===== src/rtl/vfp_consts.svh =====
/*
 * Scale factors, hysteresis figures and setting codes for the
 * voltage and frequency protection block.
 * Assumes voltages in 0.01 V units and frequency in 0.01 Hz units.
 */
`ifndef VFP_CONSTS_SVH
`define VFP_CONSTS_SVH

// =====================================================================
// Measurement scaling
// =====================================================================
// Centivolts per volt of setting
`define VFP_CV_PER_V       24'h00_0064
// Frequency counts (0.01 Hz) per setting step (0.1 Hz)
`define VFP_FREQ_PER_STEP  24'h00_000A
// Phase A level below which frequency elements are inhibited, volts
`define VFP_FREQ_MIN_V     24'h00_000A

// =====================================================================
// Hysteresis
// =====================================================================
// High-voltage drop-out, percent of threshold
`define VFP_HV_CLR_PCT     24'h00_0062
// Low-voltage drop-out, percent of threshold
`define VFP_LV_CLR_PCT     24'h00_0066
// Imbalance drop-out margin, percent
`define VFP_IMB_HYST_PCT   6'h01

// =====================================================================
// Setting codes
// =====================================================================
// Threshold code meaning disabled
`define VFP_THR_DISABLED   0

`endif


===== src/rtl/vfp_pkg.sv =====
/*
 * Types for the voltage and frequency protection block.
 * Assumes nothing of its surroundings.
 */
package vfp_pkg;

    // =================================================================
    // Stage sequencing
    // =================================================================
    typedef enum logic [1:0] {
        VFP_IDLE    = 2'b00,
        VFP_PICKUP  = 2'b01,
        VFP_TRIPPED = 2'b10
    } vfp_state_t;

    // =================================================================
    // Comparator direction
    // =================================================================
    typedef enum logic {
        VFP_DIR_LOW  = 1'b0,
        VFP_DIR_HIGH = 1'b1
    } vfp_dir_t;

endpackage


===== src/rtl/vfp_vcmp.sv =====
/*
 * Multi-phase voltage comparator with percentage hysteresis.
 * Assumes voltages in 0.01 V and a threshold in whole volts.
 */
`include "vfp_consts.svh"

module vfp_vcmp #(
    parameter int              N     = 3,
    parameter int              V_W   = 16,
    parameter int              THR_W = 8,
    parameter vfp_pkg::vfp_dir_t DIR = vfp_pkg::VFP_DIR_HIGH
) (
    input  wire logic [N-1:0][V_W-1:0] volt_i,
    input  wire logic [THR_W-1:0]      thr_i,
    output logic                       set_o,
    output logic                       clr_o
);
    import vfp_pkg::*;

    logic [23:0]  pick_lvl;
    logic [23:0]  drop_lvl;
    logic [N-1:0] ph_set;
    logic [N-1:0] ph_clr;

    assign pick_lvl = 24'(thr_i) * `VFP_CV_PER_V;
    assign drop_lvl = 24'(thr_i) *
                      ((DIR == VFP_DIR_HIGH) ? `VFP_HV_CLR_PCT : `VFP_LV_CLR_PCT);

    // =================================================================
    // Per-phase compare, shared threshold
    // =================================================================
    for (genvar p = 0; p < N; p++) begin : g_ph
        if (DIR == VFP_DIR_HIGH) begin : g_hi
            assign ph_set[p] = 24'(volt_i[p]) > pick_lvl;
            assign ph_clr[p] = 24'(volt_i[p]) < drop_lvl;
        end else begin : g_lo
            assign ph_set[p] = 24'(volt_i[p]) < pick_lvl;
            assign ph_clr[p] = 24'(volt_i[p]) > drop_lvl;
        end
    end

    // Any phase picks up; all phases must recover to drop out
    assign set_o = |ph_set;
    assign clr_o = &ph_clr;

endmodule


===== src/rtl/vfp_stage.sv =====
/*
 * One protection stage: pickup latch, line-cycle delay counter, trip.
 * Assumes set and clear conditions synchronous to sys_clk_i and a
 * one-cycle line-cycle strobe.
 */
module vfp_stage #(
    parameter int DLY_W = 14
) (
    input  wire logic             sys_clk_i,
    input  wire logic             rst_i,
    input  wire logic             enable_i,
    input  wire logic             strobe_i,
    input  wire logic             set_i,
    input  wire logic             clr_i,
    input  wire logic [DLY_W-1:0] delay_i,
    output logic                  pickup_o,
    output logic                  trip_o
);
    import vfp_pkg::*;

    vfp_state_t       state_r;
    vfp_state_t       state_nxt;
    logic [DLY_W-1:0] cnt_r;
    logic [DLY_W-1:0] cnt_nxt;
    logic [DLY_W-1:0] cnt_inc;
    logic             pickup_r;
    logic             trip_r;

    assign cnt_inc = (&cnt_r) ? cnt_r : cnt_r + 1'b1;

    // =================================================================
    // Sequencing
    // =================================================================
    always_comb begin
        state_nxt = state_r;
        cnt_nxt   = cnt_r;
        if (!enable_i) begin
            state_nxt = VFP_IDLE;
            cnt_nxt   = '0;
        end else begin
            case (state_r)
                VFP_IDLE: begin
                    cnt_nxt = '0;
                    if (set_i) begin
                        state_nxt = (delay_i == '0) ? VFP_TRIPPED : VFP_PICKUP;
                    end
                end
                VFP_PICKUP: begin
                    if (clr_i) begin
                        state_nxt = VFP_IDLE;
                        cnt_nxt   = '0;
                    end else begin
                        if (strobe_i) begin
                            cnt_nxt = cnt_inc;
                        end
                        if (cnt_nxt >= delay_i) begin
                            state_nxt = VFP_TRIPPED;
                        end
                    end
                end
                VFP_TRIPPED: begin
                    if (clr_i) begin
                        state_nxt = VFP_IDLE;
                        cnt_nxt   = '0;
                    end
                end
                default: begin
                    state_nxt = VFP_IDLE;
                    cnt_nxt   = '0;
                end
            endcase
        end
    end

    always_ff @(posedge sys_clk_i) begin
        if (rst_i) begin
            state_r <= VFP_IDLE;
            cnt_r   <= '0;
        end else begin
            state_r <= state_nxt;
            cnt_r   <= cnt_nxt;
        end
    end

    always_ff @(posedge sys_clk_i) begin
        if (rst_i) begin
            pickup_r <= 1'b0;
            trip_r   <= 1'b0;
        end else begin
            pickup_r <= (state_nxt != VFP_IDLE);
            trip_r   <= (state_nxt == VFP_TRIPPED);
        end
    end

    assign pickup_o = pickup_r;
    assign trip_o   = trip_r;

    // =================================================================
    // Checks
    // =================================================================
    chk_disabled_quiet: assert property (@(posedge sys_clk_i) disable iff (rst_i)
        !enable_i |=> (!pickup_o && !trip_o && cnt_r == '0))
        else $error("disabled stage shows pickup, trip or count");

    chk_trip_has_pickup: assert property (@(posedge sys_clk_i) disable iff (rst_i)
        trip_o |-> pickup_o)
        else $error("trip without pickup");

    chk_zero_delay: assert property (@(posedge sys_clk_i) disable iff (rst_i)
        (enable_i && !pickup_o && set_i && delay_i == '0) |=> trip_o)
        else $error("zero delay did not trip at once");

    chk_trip_count: assert property (@(posedge sys_clk_i) disable iff (rst_i)
        $rose(trip_o) |-> (cnt_r >= $past(delay_i)))
        else $error("trip before delay count reached");

    chk_clear_both: assert property (@(posedge sys_clk_i) disable iff (rst_i)
        (pickup_o && clr_i) |=> (!pickup_o && !trip_o))
        else $error("clear condition did not drop pickup and trip");

    chk_reset_clear: assert property (@(posedge sys_clk_i)
        rst_i |=> (!pickup_o && !trip_o))
        else $error("reset did not clear outputs");

endmodule


===== src/rtl/vfp_top.sv =====
/*
 * Voltage imbalance, high/low voltage and high/low frequency protection.
 * Assumes metering inputs synchronous to sys_clk_i: voltages in 0.01 V,
 * frequency in 0.01 Hz, and a one-cycle strobe per line cycle.
 */
`include "vfp_consts.svh"

module vfp_top #(
    parameter int V_W    = 16,
    parameter int F_W    = 16,
    parameter int VTH_W  = 8,
    parameter int FTH_W  = 10,
    parameter int PCT_W  = 6,
    parameter int DLY_W  = 14
) (
    input  wire logic                        sys_clk_i,
    input  wire logic                        rst_i,
    input  wire logic                        cycle_strobe_i,
    input  wire logic                        delta_cfg_i,
    input  wire logic [V_W-1:0]              va_pg_i,
    input  wire logic [V_W-1:0]              vb_pg_i,
    input  wire logic [V_W-1:0]              vc_pg_i,
    input  wire logic [V_W-1:0]              vab_pp_i,
    input  wire logic [V_W-1:0]              vbc_pp_i,
    input  wire logic [V_W-1:0]              vca_pp_i,
    input  wire logic [V_W-1:0]              vaux_i,
    input  wire logic [V_W-1:0]              vpos_seq_i,
    input  wire logic [V_W-1:0]              vneg_seq_i,
    input  wire logic [F_W-1:0]              freq_i,
    input  wire logic [1:0][VTH_W-1:0]       imb_thr_i,
    input  wire logic [1:0][PCT_W-1:0]       imb_pct_i,
    input  wire logic [1:0][DLY_W-1:0]       imb_delay_i,
    input  wire logic [1:0][VTH_W-1:0]       main_hv_thr_i,
    input  wire logic [1:0][DLY_W-1:0]       main_hv_delay_i,
    input  wire logic [1:0][VTH_W-1:0]       main_lv_thr_i,
    input  wire logic [1:0][DLY_W-1:0]       main_lv_delay_i,
    input  wire logic [1:0][VTH_W-1:0]       aux_hv_thr_i,
    input  wire logic [1:0][DLY_W-1:0]       aux_hv_delay_i,
    input  wire logic [1:0][VTH_W-1:0]       aux_lv_thr_i,
    input  wire logic [1:0][DLY_W-1:0]       aux_lv_delay_i,
    input  wire logic [1:0][FTH_W-1:0]       hf_thr_i,
    input  wire logic [1:0][DLY_W-1:0]       hf_delay_i,
    input  wire logic [1:0][FTH_W-1:0]       lf_thr_i,
    input  wire logic [1:0][DLY_W-1:0]       lf_delay_i,
    output logic [1:0]                       voltage_imbalance_pickup_o,
    output logic [1:0]                       voltage_imbalance_trip_o,
    output logic [1:0]                       main_high_voltage_pickup_o,
    output logic [1:0]                       main_high_voltage_trip_o,
    output logic [1:0]                       main_low_voltage_pickup_o,
    output logic [1:0]                       main_low_voltage_trip_o,
    output logic [1:0]                       aux_high_voltage_pickup_o,
    output logic [1:0]                       aux_high_voltage_trip_o,
    output logic [1:0]                       aux_low_voltage_pickup_o,
    output logic [1:0]                       aux_low_voltage_trip_o,
    output logic [1:0]                       high_frequency_pickup_o,
    output logic [1:0]                       high_frequency_trip_o,
    output logic [1:0]                       low_frequency_pickup_o,
    output logic [1:0]                       low_frequency_trip_o
);
    import vfp_pkg::*;

    localparam int NST = 14;
    // Stage slots: 0-1 imbalance, 2-3 main high, 4-5 main low,
    // 6-7 aux high, 8-9 aux low, 10-11 high freq, 12-13 low freq.

    logic [2:0][V_W-1:0]       ph_volt;
    logic                      freq_inhibit;
    logic [NST-1:0]            st_en;
    logic [NST-1:0]            st_set;
    logic [NST-1:0]            st_clr;
    logic [NST-1:0][DLY_W-1:0] st_dly;
    logic [NST-1:0]            st_pu;
    logic [NST-1:0]            st_tr;

    // =================================================================
    // Wye or delta quantity selection
    // =================================================================
    assign ph_volt[0] = delta_cfg_i ? vab_pp_i : va_pg_i;
    assign ph_volt[1] = delta_cfg_i ? vbc_pp_i : vb_pg_i;
    assign ph_volt[2] = delta_cfg_i ? vca_pp_i : vc_pg_i;

    assign freq_inhibit = 24'(ph_volt[0]) < (`VFP_FREQ_MIN_V * `VFP_CV_PER_V);

    // =================================================================
    // Per-stage conditions
    // =================================================================
    for (genvar k = 0; k < 2; k++) begin : g_pair
        logic [23:0]      neg_scaled;
        logic [23:0]      pick_ratio;
        logic [23:0]      drop_ratio;
        logic [23:0]      pos_floor;
        logic [PCT_W-1:0] drop_pct;
        logic [23:0]      hf_lvl;
        logic [23:0]      lf_lvl;

        // Imbalance: V2*100 against pct*V1, no division needed
        assign neg_scaled = 24'(vneg_seq_i) * `VFP_CV_PER_V;
        assign pick_ratio = 24'(imb_pct_i[k]) * 24'(vpos_seq_i);
        assign drop_pct   = (imb_pct_i[k] > `VFP_IMB_HYST_PCT) ?
                            imb_pct_i[k] - `VFP_IMB_HYST_PCT : '0;
        assign drop_ratio = 24'(drop_pct) * 24'(vpos_seq_i);
        assign pos_floor  = 24'(imb_thr_i[k]) * `VFP_CV_PER_V;

        assign st_en[k]  = (imb_thr_i[k] != VTH_W'(`VFP_THR_DISABLED));
        // Pickup also needs V1 at threshold, else it would chatter on the floor
        assign st_set[k] = (neg_scaled > pick_ratio) &&
                           (24'(vpos_seq_i) >= pos_floor);
        assign st_clr[k] = (24'(vpos_seq_i) < pos_floor) ||
                           (neg_scaled < drop_ratio);
        assign st_dly[k] = imb_delay_i[k];

        // Voltage stages
        assign st_en[2+k]  = (main_hv_thr_i[k] != VTH_W'(`VFP_THR_DISABLED));
        assign st_dly[2+k] = main_hv_delay_i[k];
        assign st_en[4+k]  = (main_lv_thr_i[k] != VTH_W'(`VFP_THR_DISABLED));
        assign st_dly[4+k] = main_lv_delay_i[k];
        assign st_en[6+k]  = (aux_hv_thr_i[k] != VTH_W'(`VFP_THR_DISABLED));
        assign st_dly[6+k] = aux_hv_delay_i[k];
        assign st_en[8+k]  = (aux_lv_thr_i[k] != VTH_W'(`VFP_THR_DISABLED));
        assign st_dly[8+k] = aux_lv_delay_i[k];

        vfp_vcmp #(.N(3), .V_W(V_W), .THR_W(VTH_W), .DIR(VFP_DIR_HIGH)) u_main_hv (
            .volt_i (ph_volt),
            .thr_i  (main_hv_thr_i[k]),
            .set_o  (st_set[2+k]),
            .clr_o  (st_clr[2+k])
        );
        vfp_vcmp #(.N(3), .V_W(V_W), .THR_W(VTH_W), .DIR(VFP_DIR_LOW)) u_main_lv (
            .volt_i (ph_volt),
            .thr_i  (main_lv_thr_i[k]),
            .set_o  (st_set[4+k]),
            .clr_o  (st_clr[4+k])
        );
        vfp_vcmp #(.N(1), .V_W(V_W), .THR_W(VTH_W), .DIR(VFP_DIR_HIGH)) u_aux_hv (
            .volt_i (vaux_i),
            .thr_i  (aux_hv_thr_i[k]),
            .set_o  (st_set[6+k]),
            .clr_o  (st_clr[6+k])
        );
        vfp_vcmp #(.N(1), .V_W(V_W), .THR_W(VTH_W), .DIR(VFP_DIR_LOW)) u_aux_lv (
            .volt_i (vaux_i),
            .thr_i  (aux_lv_thr_i[k]),
            .set_o  (st_set[8+k]),
            .clr_o  (st_clr[8+k])
        );

        // Frequency stages, no hysteresis; equal value holds the state
        assign hf_lvl = 24'(hf_thr_i[k]) * `VFP_FREQ_PER_STEP;
        assign lf_lvl = 24'(lf_thr_i[k]) * `VFP_FREQ_PER_STEP;

        assign st_en[10+k]  = (hf_thr_i[k] != FTH_W'(`VFP_THR_DISABLED)) &&
                              !freq_inhibit;
        assign st_set[10+k] = 24'(freq_i) > hf_lvl;
        assign st_clr[10+k] = 24'(freq_i) < hf_lvl;
        assign st_dly[10+k] = hf_delay_i[k];
        assign st_en[12+k]  = (lf_thr_i[k] != FTH_W'(`VFP_THR_DISABLED)) &&
                              !freq_inhibit;
        assign st_set[12+k] = 24'(freq_i) < lf_lvl;
        assign st_clr[12+k] = 24'(freq_i) > lf_lvl;
        assign st_dly[12+k] = lf_delay_i[k];
    end

    // =================================================================
    // Stage array
    // =================================================================
    for (genvar s = 0; s < NST; s++) begin : g_stage
        vfp_stage #(.DLY_W(DLY_W)) u_stage (
            .sys_clk_i (sys_clk_i),
            .rst_i     (rst_i),
            .enable_i  (st_en[s]),
            .strobe_i  (cycle_strobe_i),
            .set_i     (st_set[s]),
            .clr_i     (st_clr[s]),
            .delay_i   (st_dly[s]),
            .pickup_o  (st_pu[s]),
            .trip_o    (st_tr[s])
        );
    end

    // =================================================================
    // Output mapping
    // =================================================================
    assign voltage_imbalance_pickup_o = st_pu[1:0];
    assign voltage_imbalance_trip_o   = st_tr[1:0];
    assign main_high_voltage_pickup_o = st_pu[3:2];
    assign main_high_voltage_trip_o   = st_tr[3:2];
    assign main_low_voltage_pickup_o  = st_pu[5:4];
    assign main_low_voltage_trip_o    = st_tr[5:4];
    assign aux_high_voltage_pickup_o  = st_pu[7:6];
    assign aux_high_voltage_trip_o    = st_tr[7:6];
    assign aux_low_voltage_pickup_o   = st_pu[9:8];
    assign aux_low_voltage_trip_o     = st_tr[9:8];
    assign high_frequency_pickup_o    = st_pu[11:10];
    assign high_frequency_trip_o      = st_tr[11:10];
    assign low_frequency_pickup_o     = st_pu[13:12];
    assign low_frequency_trip_o       = st_tr[13:12];

    // =================================================================
    // Checks
    // =================================================================
    chk_freq_inhibit: assert property (@(posedge sys_clk_i) disable iff (rst_i)
        freq_inhibit |=> (st_pu[13:10] == 4'h0 && st_tr[13:10] == 4'h0))
        else $error("frequency stage active with phase A under limit");

    chk_imb_pickup_cause: assert property (@(posedge sys_clk_i) disable iff (rst_i)
        $rose(st_pu[0]) |-> $past(st_set[0] && st_en[0]))
        else $error("imbalance pickup without ratio condition");

    chk_hv_hold_band: assert property (@(posedge sys_clk_i) disable iff (rst_i)
        (st_pu[2] && st_en[2] && !st_clr[2]) |=> st_pu[2])
        else $error("main high voltage dropped inside hysteresis band");

    chk_lf_clear: assert property (@(posedge sys_clk_i) disable iff (rst_i)
        (st_pu[12] && 24'(freq_i) > 24'(lf_thr_i[0]) * `VFP_FREQ_PER_STEP) |=> !st_pu[12])
        else $error("low frequency pickup held above threshold");

endmodule


===== config.mk =====
export PLATFORM = sky130hd
export DESIGN_NAME = vfp_top
export DESIGN_NICKNAME = d
export VERILOG_FILES = /design/src/rtl/vfp_pkg.sv /design/src/rtl/vfp_vcmp.sv /design/src/rtl/vfp_stage.sv /design/src/rtl/vfp_top.sv
export VERILOG_INCLUDE_DIRS = /design/src /design/src/rtl
export SDC_FILE = /design/constraint.sdc
export NUM_CORES = 2
export LEC_CHECK = 0
export BUFFER_PORTS_ARGS = -buffer_cell sky130_fd_sc_hd__buf_2
export CAP_MARGIN = 40
export CORE_ASPECT_RATIO = 1.1
export CORE_MARGIN = 4
export CORE_UTILIZATION = 58
export CTS_CLUSTER_DIAMETER = 50
export DETAILED_ROUTE_END_ITERATION = 8
export GPL_TIMING_DRIVEN = 0
export PLACE_DENSITY = 0.79
export SETUP_SLACK_MARGIN = 0.4
export SLEW_MARGIN = 10
export SYNTH_ARGS = -nofsm -noshare
export SYNTH_HDL_FRONTEND = slang
export SYNTH_HIERARCHICAL = 1
export SYNTH_SLANG_ARGS = --single-unit

===== constraint.sdc =====
create_clock -name sys_clk_i -period 11.42 [get_ports sys_clk_i]
set_clock_uncertainty 0.05 [all_clocks]
set_input_delay 1.713 -clock sys_clk_i [delete_from_list [all_inputs] [get_ports sys_clk_i]]
set_output_delay 1.713 -clock sys_clk_i [all_outputs]
set_load 0.02 [all_outputs]

# After elaboration in Yosys (flattened, before gate mapping)
# Index checks and enable logic that the tools add are counted.
[word_totals]
word_cells = 550
reg_bits = 252
[classes]
multipliers = 27
reduce_logical = 101
n_eq_ne = 56
n_addsub = 16
n_mux = 215
magnitude_cmp = 65
bitwise_logic = 14
[ops]
columns = ["op", "count"]
rows = [
  ["14-bit 2-to-1 mux", 98],
  ["14-bit case mux with 2 select lines", 14],
  ["16-bit by 15-bit < comparator with 1-bit output", 18],
  ["16-bit by 15-bit greater-than comparator with 1-bit output", 16],
  ["14-bit by 1-bit adder with 14-bit output (second input constant)", 14],
  ["14-bit >= comparator", 14],
  ["14-bit logical NOT", 14],
  ["14-bit AND reduction", 14],
  ["2-bit 2-to-1 mux", 84],
  ["8-bit by 5-bit multiplier with 13-bit output (second input constant)", 10],
  ["8-bit by 6-bit multiplier with 14-bit output (second input constant)", 8],
  ["6-bit by 16-bit multiplier with 22-bit output", 4],
  ["2-bit case mux with 3 select lines", 14],
  ["8-bit nonzero test", 10],
  ["16-bit by 14-bit greater-than comparator with 1-bit output", 4],
  ["16-bit by 14-bit < comparator with 1-bit output", 4],
  ["2-bit equality test (second input constant)", 28],
  ["10-bit by 3-bit multiplier with 13-bit output (second input constant)", 4],
  ["16-bit 2-to-1 mux", 3],
  ["23-bit by 22-bit greater-than comparator with 1-bit output", 2],
  ["23-bit by 22-bit < comparator with 1-bit output", 2],
  ["10-bit nonzero test", 4],
  ["16-bit by 15-bit >= comparator with 1-bit output", 2],
  ["2-bit by 1-bit equality test with 1-bit output (second input constant)", 14],
  ["16 further kinds", 95],
]

# Longest topological paths before layout
[depth]
depth_word = 14
ltp_mapped = 36

# By module
# Netlist, hierarchy kept.
[by_module_without_submodules]
columns = ["module", "area_each_um2", "cells_each", "n_inst", "seq_area_each_um2"]
rows = [
  ["vfp_top", 20563.5, 2508, 1, 0.0],
  ["vfp_stage", 1462.7, 186, 14, 360.3],
  ["vfp_vcmp at g_pair[0].u_aux_lv ...", 1923.1, 220, 2, 0.0],
  ["vfp_vcmp at g_pair[0].u_main_lv", 3066.7, 362, 1, 0.0],
  ["vfp_vcmp at g_pair[1].u_main_lv", 3057.9, 353, 1, 0.0],
  ["vfp_vcmp at g_pair[0].u_main_hv", 3011.6, 351, 1, 0.0],
  ["vfp_vcmp at g_pair[1].u_main_hv", 2839.0, 326, 1, 0.0],
  ["vfp_vcmp at g_pair[1].u_aux_hv", 1597.8, 188, 1, 0.0],
  ["vfp_vcmp at g_pair[0].u_aux_hv", 1582.8, 189, 1, 0.0],
]

# Worst setup path before layout
# OpenSTA, ideal clock, no wires.
[synth_timing]
kind = "input port to flip-flop"
from = "input port imb_pct_i[6] (netlist bit)"
to = "register g_stage[1].u_stage.cnt_r[2]"
arrival_ps = 8289
path_stages = 33
required_ps = 11244
setup_ps = 126
setup_slack_ps = 2955
path_cell_list = "clkbuf_1 -> inv_1 -> ha_1 -> nor4_1 -> a21oi_1 -> clkbuf_1 -> nor2b_1 -> fa_1 -> fa_1 -> inv_1 -> fa_1 -> inv_1 -> ha_1 -> a21o_1 -> a21o_1 -> a21o_1 -> a311oi_1 -> o21ai_1 -> a41o_1 -> a21oi_1 -> xor2_1 -> ha_1 -> and4_1 -> nand4_1 -> nor2_1 -> a2111oi_0 -> or2_1 -> nor2_1 -> nand3_1 -> clkbuf_1 -> a21oi_1 -> o21ai_0 -> o31ai_1"
[synth_between]
elab_chain_cells = 7
word_cells_on_any_way = 9
[synth_rtl]
columns = ["element", "line", "rtl"]
rows = [
  ["from (decl)", "vfp_top.sv:31", "input wire logic [1:0][PCT_W-1:0] imb_pct_i,"],
  ["6-bit by 1-bit subtractor with 6-bit output (no source line) / 6-bit by 1-bit greater-than comparator with 1-bit output (equally long branches)", "-", ""],
  ["6-bit 2-to-1 mux (*)", "vfp_top.sv:99", "assign drop_pct = (imb_pct_i[k] > `VFP_IMB_HYST_PCT) ?"],
  ["6-bit by 16-bit multiplier with 22-bit output (*)", "vfp_top.sv:101", "assign drop_ratio = 24'(drop_pct) * 24'(vpos_seq_i);"],
  ["23-bit by 22-bit < comparator with 1-bit output (*)", "vfp_top.sv:109", "(neg_scaled < drop_ratio);"],
  ["1-bit logical OR (*)", "vfp_top.sv:108", "assign st_clr[k] = (24'(vpos_seq_i) < pos_floor) ||"],
  ["named net st_clr[1]", "vfp_top.sv:70", "logic [NST-1:0] st_clr;"],
  ["14-bit 2-to-1 mux", "vfp_stage.sv:49", "if (clr_i) begin"],
  ["14-bit case mux with 2 select lines", "vfp_stage.sv:41", "case (state_r)"],
  ["to (signal assigned)", "vfp_stage.sv:81", "cnt_r <= cnt_nxt;"],
  ["to (decl)", "vfp_stage.sv:23", "logic [DLY_W-1:0] cnt_r;"],
]
# The timed path passes the listed nets; every way through them passes the cells marked *.
# A chain may end at the register's enable or synchronous reset.

# Final worst setup path
# Same ends and word-level chain as after synthesis.

==> summary.txt <==
Status
  • Status: finished, final reports clean

Worst setup path
  • R2R setup slack: 7.84 ns
  • WS Path Type: in2reg
  • WP data arrival: 10.77 ns
  • Crit Path Max Fanout: 10
  • Setup crit end kind: register
  • Most used cell, CP: nor2_1
  • Worst EP required: 11.87 ns
  • R2r startpoint: g_stage[10].u_stage/cnt_r[0]
  • Setup crit start: imb_pct_i[6]
  • Crit-path slowest cell: a2111oi_0
  • Reg2reg end: g_stage[10].u_stage/trip_o
  • Max incr delay on CP: 0.68 ns
  • Worst setup endpoint: g_stage[1].u_stage/cnt_r[2]
  • Reg2Reg Depth: 11
  • Crit path launch type: primary input

Min path
  • Hold depth: 1
  • Hold Crit Class: reg2reg

Clock network
  • Num CTS Buffers: 44
  • Clk root buf: clkbuf_16
  • TritonCTS clock tree: done
  • CTS resizes: 0
  • Clock latency on the worst-skew pair: 0.63 ns
  • Clock Path Buffers: 3
  • Clk slew on worst S/H paths: 0.05 ns
  • H-tree Lvls: 2
  • # Post-CTS Setup Buffers: 0
  • Hold buffers post-CTS: 0
  • Clock sinks: 252

STA
  • Pins Over Slew Limit: 0
  • Hold WS: 0.485 ns
  • Rel. slew slack: 38.1%
  • Final period util: 90.3%
  • Fin Setup TNS: 0 ns
  • Final Hold Viols: 0
  • RSZ-0062 raised after global routing: no
  • Fmax: 96.9 MHz
  • Post-layout minimum cycle time: 10.32 ns
  • Setup-failing EPs final: 0
  • Worst Tran Pin Value: 0.919 ns

Placement
  • Cells after DPL: 9213
  • GP Congestion: 0.950
  • Post-DP HPWL: 140000 um
  • Buffers on Ports: 512

Logic synthesis
  • Mux contribution to synthesized area: 1.48%
  • Post-synthesis simple-gate area fraction: 17.9%
  • Synth area leaders: ha_1, fa_1, dfxtp_1, inv_1, a21oi_1
  • Yosys reg bits: 252
  • Top cell type by total area after synthesis: ha_1
  • Synth cell types: 113
  • Ys async rst share: 0%
  • Synth Area in Adders: 39.6%
  • Mapped Cells: 7321
  • Compound-Gate Fraction of Synth Area: 19.0%
  • Post-Syn Nets: 9519
  • Synth Area in XOR/XNOR: 5.97%
  • Ys Warns: 6
  • Largest family of logic cells by synthesized area: adder cells
  • Share of the synthesized area in the top cell type: 28.9%
  • Syn avg cell area: 8.20 um^2
  • Main synth FF type: dfxtp_1
  • Seq/Total Area, Yosys: 8.40%
  • Post-synth EDFFs: 0
  • Netlist Area Pre-Place: 60000 um^2

Global route
  • GRT Total Usage: 30.5%
  • Grt total ovfl: 0
  • First-pass GRT wire length: 277000 um
  • Vias in the first global route: 56210
  • Pin count of the biggest net entering global routing: 54
  • Initial antenna violation count: 31

Floorplanning
  • Die height: 345 um
  • Core region area: 102000 um^2
  • Die ar.: 109000 um^2
  • Chip width: 315 um
  • Initial core utilization: 58.6%
  • Top-level I/O count: 520
  • # rows: 123

Layout
  • Area of the multi-input gates: 50400 um^2
  • Register area: 5040 um^2
  • Ratio of cells with drive above 1 in the final layout: 10.5%
  • Synthesis-to-finish area growth: 9.84%
  • Number of nets in the layout: 10082
  • Fill cells: 8761
  • Fin cells: 9323

Job
  • Max Cap Viol: 0

Power and ir drop
  • Pwr per Cell Area: 127 nW/um^2
  • Leakage power: 33.6 nW
  • Maximum vdd drop: 0.111 mV

Route
  • Wire length per cell: 18.4 um
  • Vias per inst: 6.06
  • Total number of vias: 56500
  • First-pass iteration count of the detailed router: 6
  • DRT iter0 DRCs: 3959
  • Routed WL: 172000 um
  • DRC viols: 0
  • Antenna Nets Post-Route: 0
==> layout make-up <==
| class | instances | area share (%) |
|---|---|---|
| Multi-Input combinational cell | 5916 | 76.4 |
| Sequential cell | 252 | 7.65 |
| Inverter | 929 | 5.29 |
| Timing Repair Buffer | 517 | 3.99 |
| Tap cell | 1375 | 2.61 |
| Clock buffer | 51 | 1.79 |
| Buffer | 224 | 1.66 |
| Clock inverter | 31 | 0.469 |
| Antenna cell | 28 | 0.106 |
==> through the flow <==
| step | setup slack (ns) | area (um^2) | util [%] | power (mW) |
|---|---|---|---|---|
| after floorplan | 2.95 | 60000 | - | 5.47 |
| after global placement | 0.726 | 64300 | 62.8 | 6.68 |
| after detailed placement | 0.797 | 64400 | 62.8 | 6.96 |
| after CTS | 1.36 | 65900 | 64.3 | 8.37 |
| after global routing | 0.655 | 65900 | 64.3 | 9.29 |
| final | 1.10 | 66000 | 64.3 | 8.38 |
==> critical path: cells and delay by family <==
kind	cells	cell delay (ns)
buffers and inverters	6	1.65
adders and majority gates	6	2.47
xor gates and xnor gates	1	0.21
and+or+nand+nor	11	2.03
AOI/OAI and AO/OA	9	2.64
==> layer usage <==
layer | part of all wire (%) | GRT usage (%) | up-vias
met5 | 0.027 | 0 | -
met4 | 5.5 | 15.1 | 6
met3 | 6.1 | 3.67 | 576
met2 | 47 | 52.5 | 1922
met1 | 41 | 37.6 | 26652
li1 | - | - | 27344
==> worst min-delay path by stage <==
stage | slack, ns | start | end
detailed placement | 0.47 | g_stage[9].u_stage/cnt_r[11] | g_stage[9].u_stage/cnt_r[11]
floorplan | 0.44 | g_stage[0].u_stage/cnt_r[11] | g_stage[0].u_stage/cnt_r[11]
finish | 0.49 | g_stage[2].u_stage/cnt_r[6] | g_stage[2].u_stage/cnt_r[6]
CTS | 0.48 | g_stage[9].u_stage/cnt_r[11] | g_stage[9].u_stage/cnt_r[11]
global route | 0.50 | g_stage[0].u_stage/cnt_r[11] | g_stage[0].u_stage/cnt_r[11]
global placement | 0.46 | g_stage[7].u_stage/cnt_r[11] | g_stage[7].u_stage/cnt_r[11]
==> synth_stat cells, drive strengths merged, types with 41 or more instances <==
| cell type | instances |
|---|---|
| ha | 1389 |
| inv | 929 |
| nand2 | 484 |
| a21oi | 471 |
| o21ai | 330 |
| fa | 317 |
| xnor2 | 264 |
| dfxtp | 252 |
| nor2 | 250 |
| a21o | 247 |
| nand3 | 199 |
| and2 | 196 |
| nand4 | 176 |
| nor2b | 161 |
| xor2 | 136 |
| clkbuf | 124 |
| a31oi | 116 |
| and3 | 114 |
| buf | 100 |
| nor4 | 97 |
| nor3 | 87 |
| o31ai | 87 |
| nand2b | 82 |
| o21a | 73 |
| mux2 | 63 |
| a211oi | 59 |
| a41oi | 45 |
| nor3b | 41 |
==> cell usage in the layout, fill, tap and decap left out, types with 18 or more instances in the layout <==
master	count
ha_1	1389
inv_1	929
buf_2	575
nand2_1	484
a21oi_1	463
fa_1	317
o21ai_0	315
xnor2_1	263
dfxtp_1	252
nor2_1	249
a21o_1	246
nand3_1	198
and2_1	194
nand4_1	162
nor2b_1	161
xor2_1	135
clkbuf_1	126
a31oi_1	116
and3_1	110
nor4_1	96
nor3_1	85
o31ai_1	85
nand2b_1	82
o21a_1	72
mux2_2	62
a211oi_1	53
clkbuf_16	44
a41oi_1	44
nor3b_1	37
o41ai_1	34
o21bai_1	30
diode_2	28
a32o_1	28
nand4b_1	27
o211ai_1	24
nand3b_1	22
buf_4	19
a21boi_0	18
mux2i_1	18
==> logic make-up (layout without fill, tap and decap cells) <==
family,count (synthesis),count (layout)
other,0,28
AO/OA/AOI/OAI,1722,1722
XOR/XNOR,403,403
adder cells (fa/ha/maj),1712,1712
flip-flops,252,252
AND/OR/NAND/NOR,1998,1998
multiplexers,81,81
buffers and inverters,1153,1752
==> power breakdown <==
group,total (mW),switching [mW],internal (mW)
registers,0.940,0.0311,0.909
logic,6.11,3.50,2.61
clock network,1.33,0.550,0.779
==> registers in the layout, indices dropped and copies added, names as in the netlist <==
signal,cells
g_stage.u_stage/cnt_r,196
g_stage.u_stage/state_r,28
g_stage.u_stage/trip_o,14
g_stage.u_stage/pickup_o,14
No activity file was read; power rests on OpenSTA's default activity.
